$ cat src/logic/cdsc_pkg.sv
// constants for the clock divider sync control block
// assumes a register write port in the clk_sys domain
`default_nettype none
package cdsc_pkg;
    localparam logic [7:0] ADDR_SYNC_CONTROL = 8'h3A;
    localparam int BIT_MASTER_EN = 0;
    localparam int BIT_GATE = 1;
    localparam int BIT_ONE_SHOT = 2;
    localparam logic [7:0] SYNC_CONTROL_RESET = 8'h00;
    localparam logic [7:0] SYNC_CONTROL_WMASK = 8'h07;
    localparam int DIV_RATIO_DEFAULT = 8;
    localparam int PHASE_W = 3;
endpackage : cdsc_pkg
`default_nettype wire

$ cat src/logic/cdsc_edge.sv
// two-flop synchroniser and rising edge detector for the sync pin
// assumes sync_pin is asynchronous to clk_sys
`default_nettype none
module cdsc_edge (
    // clock and reset
    input wire logic clk_sys,
    input wire logic rst,
    // pin and detected edge
    input wire logic sync_pin,
    output logic rise
);
    typedef struct packed {
        logic meta;
        logic sync;
        logic last;
    } cdsc_edge_t;

    cdsc_edge_t st;
    cdsc_edge_t next_st;

    always_comb begin
        next_st = st;
        next_st.meta = sync_pin;
        next_st.sync = st.meta;
        next_st.last = st.sync;
        if (rst) begin
            next_st = '0;
        end
    end

    always_ff @(posedge clk_sys) begin
        st <= next_st;
    end

    // meta is only read by the second flop
    assign rise = st.sync & ~st.last;
endmodule : cdsc_edge
`default_nettype wire

$ cat src/logic/cdsc_top.sv
// sync control register and divider realignment for the converter clock
// assumes register writes and reads arrive as clk_sys-domain strobes
// the divider counter here only models phase; the real divider lies outside
// limitation: sync pin needs at least one low synced cycle between pulses
// How it works
// - Sync pulses do nothing unless the master enable bit is set.
// - With master and gate set, every pulse realigns the divider.
// - With one-shot also set, only the first pulse realigns it.
// - In one-shot mode hardware clears the gate bit when it accepts the pulse.
`default_nettype none
module cdsc_top #(
    parameter int DIV_RATIO = cdsc_pkg::DIV_RATIO_DEFAULT
) (
    // clock and reset
    input wire logic clk_sys,
    input wire logic rst,
    // register access
    input wire logic reg_wr,
    input wire logic reg_rd,
    input wire logic [7:0] reg_addr,
    input wire logic [7:0] reg_wdata,
    output logic [7:0] reg_rdata,
    // sync pin
    input wire logic sync_pin,
    // divider state and sync buffer enable
    output logic [cdsc_pkg::PHASE_W-1:0] div_phase,
    output logic realign,
    output logic sync_buf_on
);
    typedef struct packed {
        logic [7:0] ctrl;
        logic [cdsc_pkg::PHASE_W-1:0] phase;
        logic realign;
        logic [7:0] rdata;
    } cdsc_state_t;

    localparam logic [cdsc_pkg::PHASE_W-1:0] LAST_PHASE =
        cdsc_pkg::PHASE_W'(DIV_RATIO - 1);

    cdsc_state_t st;
    cdsc_state_t next_st;
    logic rise;
    logic accept;

    // one address decode shared by write, read and checks
    function automatic logic hits_ctrl(input logic [7:0] addr);
        return addr == cdsc_pkg::ADDR_SYNC_CONTROL;
    endfunction : hits_ctrl

    cdsc_edge u_edge (
        .clk_sys(clk_sys),
        .rst(rst),
        .sync_pin(sync_pin),
        .rise(rise)
    );

    // one-shot blocks later pulses via cleared gate
    assign accept = rise & st.ctrl[cdsc_pkg::BIT_MASTER_EN] & st.ctrl[cdsc_pkg::BIT_GATE];

    always_comb begin
        next_st = st;
        next_st.realign = accept;
        if (st.phase == LAST_PHASE) begin
            next_st.phase = '0;
        end else begin
            next_st.phase = st.phase + 1'b1;
        end
        if (st.realign) begin
            next_st.phase = '0;
        end
        // reserved bits are dropped so they always read back zero
        if (reg_wr && hits_ctrl(reg_addr)) begin
            next_st.ctrl = reg_wdata & cdsc_pkg::SYNC_CONTROL_WMASK;
        end
        if (accept && st.ctrl[cdsc_pkg::BIT_ONE_SHOT]) begin
            next_st.ctrl[cdsc_pkg::BIT_GATE] = 1'b0;
        end
        if (reg_rd) begin
            // read shows the gate before any hardware clear in the same cycle
            next_st.rdata = hits_ctrl(reg_addr) ? st.ctrl : 8'h00;
        end
        if (rst) begin
            next_st = '0;
            next_st.ctrl = cdsc_pkg::SYNC_CONTROL_RESET;
        end
    end

    always_ff @(posedge clk_sys) begin
        st <= next_st;
    end

    assign reg_rdata = st.rdata;
    assign div_phase = st.phase;
    assign realign = st.realign;
    assign sync_buf_on = st.ctrl[cdsc_pkg::BIT_MASTER_EN];
endmodule : cdsc_top
`default_nettype wire

$ cat config.mk
export PLATFORM = sky130hd
export DESIGN_NAME = cdsc_top
export DESIGN_NICKNAME = d
export VERILOG_FILES = /design/src/logic/cdsc_pkg.sv /design/src/logic/cdsc_edge.sv /design/src/logic/cdsc_top.sv
export SDC_FILE = /design/constraint.sdc
export NUM_CORES = 1
export LEC_CHECK = 0
export ABC_AREA = 1
export BUFFER_PORTS_ARGS = -buffer_cell sky130_fd_sc_hd__buf_2
export CAP_MARGIN = 25
export CORE_MARGIN = 8
export CORE_UTILIZATION = 43
export CTS_CLUSTER_DIAMETER = 120
export CTS_CLUSTER_SIZE = 10
export DETAILED_ROUTE_END_ITERATION = 10
export GPL_TIMING_DRIVEN = 0
export PLACE_DENSITY = 0.85
export SETUP_SLACK_MARGIN = 0.2
export SYNTH_ARGS = -nofsm -noshare
export SYNTH_HDL_FRONTEND = slang
export SYNTH_SLANG_ARGS = --single-unit
$ cat constraint.sdc
create_clock -name clk_sys -period 1.4 [get_ports clk_sys]
set_input_delay 0.07 -clock clk_sys [delete_from_list [all_inputs] [get_ports clk_sys]]
set_output_delay 0.07 -clock clk_sys [all_outputs]
set_load 0.01 [all_outputs]
== After elaboration in Yosys (flattened, before gate mapping) ==
Cells that the tools add are included.

* Flip-flop bits (word level): 18
* Output and inout port bits: 13
* Word-level logic and storage cells: 20

* Add/subtract/negate cells: 1
* Eq/ne operators: 2
* Muxes and demuxes: 1
* Bitwise gates (word level): 4
* Reduce and logical (&&, ||, !) cells: 4

{| class="wikitable"
|+ Operators by type and width
! operator !! number
|-
| 8-bit by 6-bit equality test with 1-bit output, second input constant || 1
|-
| 3-bit by 1-bit adder with 3-bit output, second input constant || 1
|-
| 1-bit bitwise AND || 3
|-
| 3-bit equality test, second input constant || 1
|-
| 3-bit two-way mux || 1
|-
| 3-bit OR reduction || 1
|-
| 1-bit logical AND || 2
|-
| 2-bit OR reduction || 1
|-
| 1-bit inverter || 1
|}

== Depth between registers and ports, before layout ==
* Word-level depth: 6
* Gate-level depth with buffers: 7

== By module ==
A second synthesis with hierarchy kept.

* Cell total of the unflattened synthesis: 86
* Area, all modules: 626.9 sq um

{| class="wikitable"
|+ Modules (own cells, without submodules)
! module !! instances !! cells each !! area each (sq um)
|-
| cdsc_top || 1 || 76 || 540.5
|-
| cdsc_edge || 1 || 10 || 86.3
|}

== Worst setup path before layout ==
No wires, ideal clock.

* Path kind: flip-flop to flip-flop
* From: register st (netlist bit div_phase[0])
* To: register st (netlist bit div_phase[0])
* Arrival time: 1.054 ns
* Data required time: 1.336 ns
* Slack: 0.281 ns
* Stages on the path, launching flop included: 5
* Buffers on the path: 0
* Path through: dfxtp_1 > ha_1 > ha_1 > or3_4 > nor2_1

* Cells in the longest elaborated chain, start to end: 2

{| class="wikitable"
|+ Ends and longest elaborated chain
! item !! RTL line !! text
|-
| start: declaration || cdsc_top.sv:40 || <nowiki>cdsc_state_t st;</nowiki>
|-
| start signal: assignment || cdsc_top.sv:89 || <nowiki>st <= next_st;</nowiki>
|-
| parallel branches: the longest is 2 deep, another holds 3-bit by 1-bit adder with 3-bit output || n/a ||
|}

Parallel ways; which one is timed is not known.
A chain may end at the register's enable or synchronous reset.

== Worst setup path in the final report ==
Ends and elaborated chain as after synthesis.

==> key figures <==
Global routing
  • Number of global-route vias before repair: a little over 600
  • GRT Max-Usage Layer: met2
  • Global Route met1 Usage: under 10%
  • First-pass GRT wire length: 2280 um
  • Initial antenna violation count: 0
  • GRT met3 Usage: under 10%
  • Grt met2 use: about a fifth
  • Global route total overflow: 0
  • GRT Overall Usage: roughly a tenth
  • Pin count of the biggest net entering global routing: 10

Floorplanning
  • Die width: approximately 55 um
  • Starting density of the core: ~45%
  • Die Area: 3050 sq um
  • Die height: 55.2 um
  • Std-Cell Rows: 14
  • Core footprint: 1470 sq um
  • I/O pin cnt: 34

Worst setup path
  • Worst setup SP type: register
  • FF-to-FF setup slack: between 0.2 and 0.25 ns
  • Most used cell, CP: ha_4
  • Crit path DAT: between 1 and 1.5 ns
  • Critical Path RT: about 1.6 ns
  • Critical Path Sink Type: register
  • Critical Path Fanout Max: 3
  • Worst setup path start: div_phase[0]
  • R2R Path End: div_phase[0]
  • Slowest cell delay on critical path: between 0.3 and 0.4 ns
  • Crit-path cells: ha_4 -> ha_4 -> or3_4 -> nor2_2
  • Worst reg-to-reg path cell count: 4
  • Critical path type: register to register
  • Slowest-stage cell, CP: or3_4
  • CP endpoint: div_phase[0]
  • R2R Path Start: div_phase[0]

Routing
  • DRT antenna net count: 0
  • WL final: about 1300 um
  • Routed vias/inst: roughly 4.2
  • DR pass1 iterations: 4
  • Total number of vias: between 500 and 600
  • Routed length per placed instance: 9.58 um
  • 1st-iter DRT viols: 7
  • DRC: 0

Clock tree
  • CTS tree: yes
  • Root Driver: clkbuf_4
  • CTS H-tree depth: 1
  • Worst-path clk slew: ~0.070 ns
  • Clk_lat worst skew: roughly 0.27 ns
  • Cts bufs inserted: 3
  • Clock buffer depth: 2
  • Num Clock Sinks: 13

Pwr
  • Clock power share: about 31%
  • Sw Pwr: between 0.15 and 0.2 mW
  • P_leak: around 0.48 nW
  • Sw Share: about a quarter
  • Comb power frac: about 16%
  • Int Pwr: about 0.56 mW
  • Flop pwr share: between 50 and 60%
  • PwrDens: 825 nW/um^2
  • VDD IR max: roughly 380 uV

Synthesis
  • Netlist cell types: 15
  • Area leader, netlist: dfxtp_1
  • Yosys warning count: 0
  • Most used DFF post-synth: dfxtp_1
  • Most numerous cell in the Yosys netlist: inv_1
  • Post-synth top cells: inv_1, nand2_1, dfxtp_1, buf_4, nor2_1
  • Avg Cell Area, Syn: around 7.3 sq um
  • Cell area after synthesis: between 600 and 700 sq um
  • Post-synth ARST share: 0%
  • Yosys reg bits: 13
  • Share of Yosys cell area claimed by the top area cell type: 39.4%
  • Syn Inst Count: 90
  • Largest cells by area after synthesis: dfxtp_1, buf_4, inv_1
  • Sequential share of the synthesized area: approximately two fifths
  • EDFF count, synth: 0

Cells and area
  • Final Net Count: approximately 150
  • Fillcell total: around 140
  • Layout cells sized above 1: about two fifths
  • Fin area: approximately 900 sq um
  • Antenna cells: 0
  • Final cell count without fillers: 139
  • Synth-to-Final Area Change: 34.7%
  • Fin util: 60.5%

STA
  • FMAX: 862 MHz
  • Pins Over Slew Limit: 0
  • Endpoints failing setup: 0
  • Setup TNS: 0 ns
  • Final hold violation count: 0
  • RSZ-0062 raised after global routing: true
  • Clk_skew: 0.00469 ns
  • Period utilization: 82.8%
  • Final min period: 1.16 ns
  • Hold_ws: roughly 0.017 ns

Place
  • Port Buffer Count: 22
  • DPL Wire Length: 1070 um
  • Placed Instances: roughly 130
  • Routability cong.: between 0.7 and 0.8
  • Dpl cell area: ~810 sq um

Job
  • Total of max-cap violations: 0

Worst hold path
  • Worst Hold Class: input port to register

Outcome
  • Outcome: finished, final reports clean
routing by layer:
| layer | vias to the layer above | part of all wire [%] |
|---|---|---|
| li1 | 317 | - |
| met1 | 245 | 38 |
| met2 | 19 | 51 |
| met3 | 5 | 7.8 |
| met4 | 0 | 2.7 |
| met5 | - | 0 |
critical path: cells and delay by family, from the launching register on:
| family | cells | cell delay (ns) |
|---|---|---|
| adder cells (fa/ha/maj) | 2 | 0.30 |
| flip-flops | 1 | 0.34 |
| AND/OR/NAND/NOR | 2 | 0.46 |
final cells by class:
cell class              instances  area, sq um  share of cell area (%)
clock buffers                   4         26.3                    2.95
plain buffers                  12         93.8                    10.5
well taps                      16         20.0                    2.25
multi-input cells              50          278                    31.2
repair buffers                 25          138                    15.5
inverters                      19         71.3                    8.02
flip-flops and latches         13          263                    29.5
flip-flops by register name, indices dropped and copies added (netlist names):
name and count:
div_phase 3, reg_rdata 3, u_edge.st 3, st 2, realign 1, sync_buf_on 1
worst min-delay path by stage:
stage                 startpoint            to  slack (ns)  cells after the start
floorplan               sync_pin  u_edge.st[2]        0.18                      2
global placement             rst  u_edge.st[1]        0.27                      2
detailed placement           rst  u_edge.st[2]        0.27                      2
CTS                 reg_wdata[1]        st[13]        0.01                      3
global route        reg_wdata[1]        st[13]        0.02                      3
finish              reg_wdata[1]        st[13]        0.02                      3
logic make-up (layout without fill, tap and decap cells):
kind of cell | after synthesis | after routing | synth area share (%)
AO/OA/AOI/OAI | 3 | 3 | 2.27
buffers and inverters | 31 | 60 | 25.0
AND/OR/NAND/NOR | 40 | 40 | 29.0
adder cells (fa/ha/maj) | 2 | 2 | 3.79
other | 1 | 5 | 0.568
flip-flops | 13 | 13 | 39.4
power groups by stage:
stage | combinational (mW) | sequential (mW) | clock (mW)
floorplan | 0.0660 | 0.394 | 0
global placement | 0.0957 | 0.394 | 0
detailed placement | 0.101 | 0.395 | 0
CTS | 0.114 | 0.390 | 0.235
global route | 0.132 | 0.393 | 0.249
finish | 0.115 | 0.391 | 0.228
cells in the final DEF (no fill, tap or decap):
master         instances
buf_2                 22
inv_1                 19
nand2_1               18
buf_4                 12
dfxtp_1               11
nor2_1                10
conb_1                 5
nand3b_1               4
nor2_2                 3
a21oi_1                3
clkbuf_4               3
nand4_1                2
ha_4                   2
dfxtp_2                2
dlygate4sd3_1          2
nand3_2                1
buf_6                  1
or3_4                  1
nor4_1                 1
clkbuf_1               1
through the flow:
stage / worst slack (ns) / total power, mW
floorplan: 0.281 / 0.460
global placement: 0.246 / 0.490
detailed placement: 0.220 / 0.495
CTS: 0.213 / 0.739
global route: 0.195 / 0.773
finish: 0.240 / 0.734
timing repair:
action | CTS | global route
pin swaps | 3 | 1
endpoints found under the hold margin | 7 | 0
cloned | 0 | 0
setup buffers | 1 | 0
resized for setup | 6 | 1
hold buffers | 2 | 0
setup endpoints to repair | 1 | 1
No activity file was read; power rests on OpenSTA's default activity.
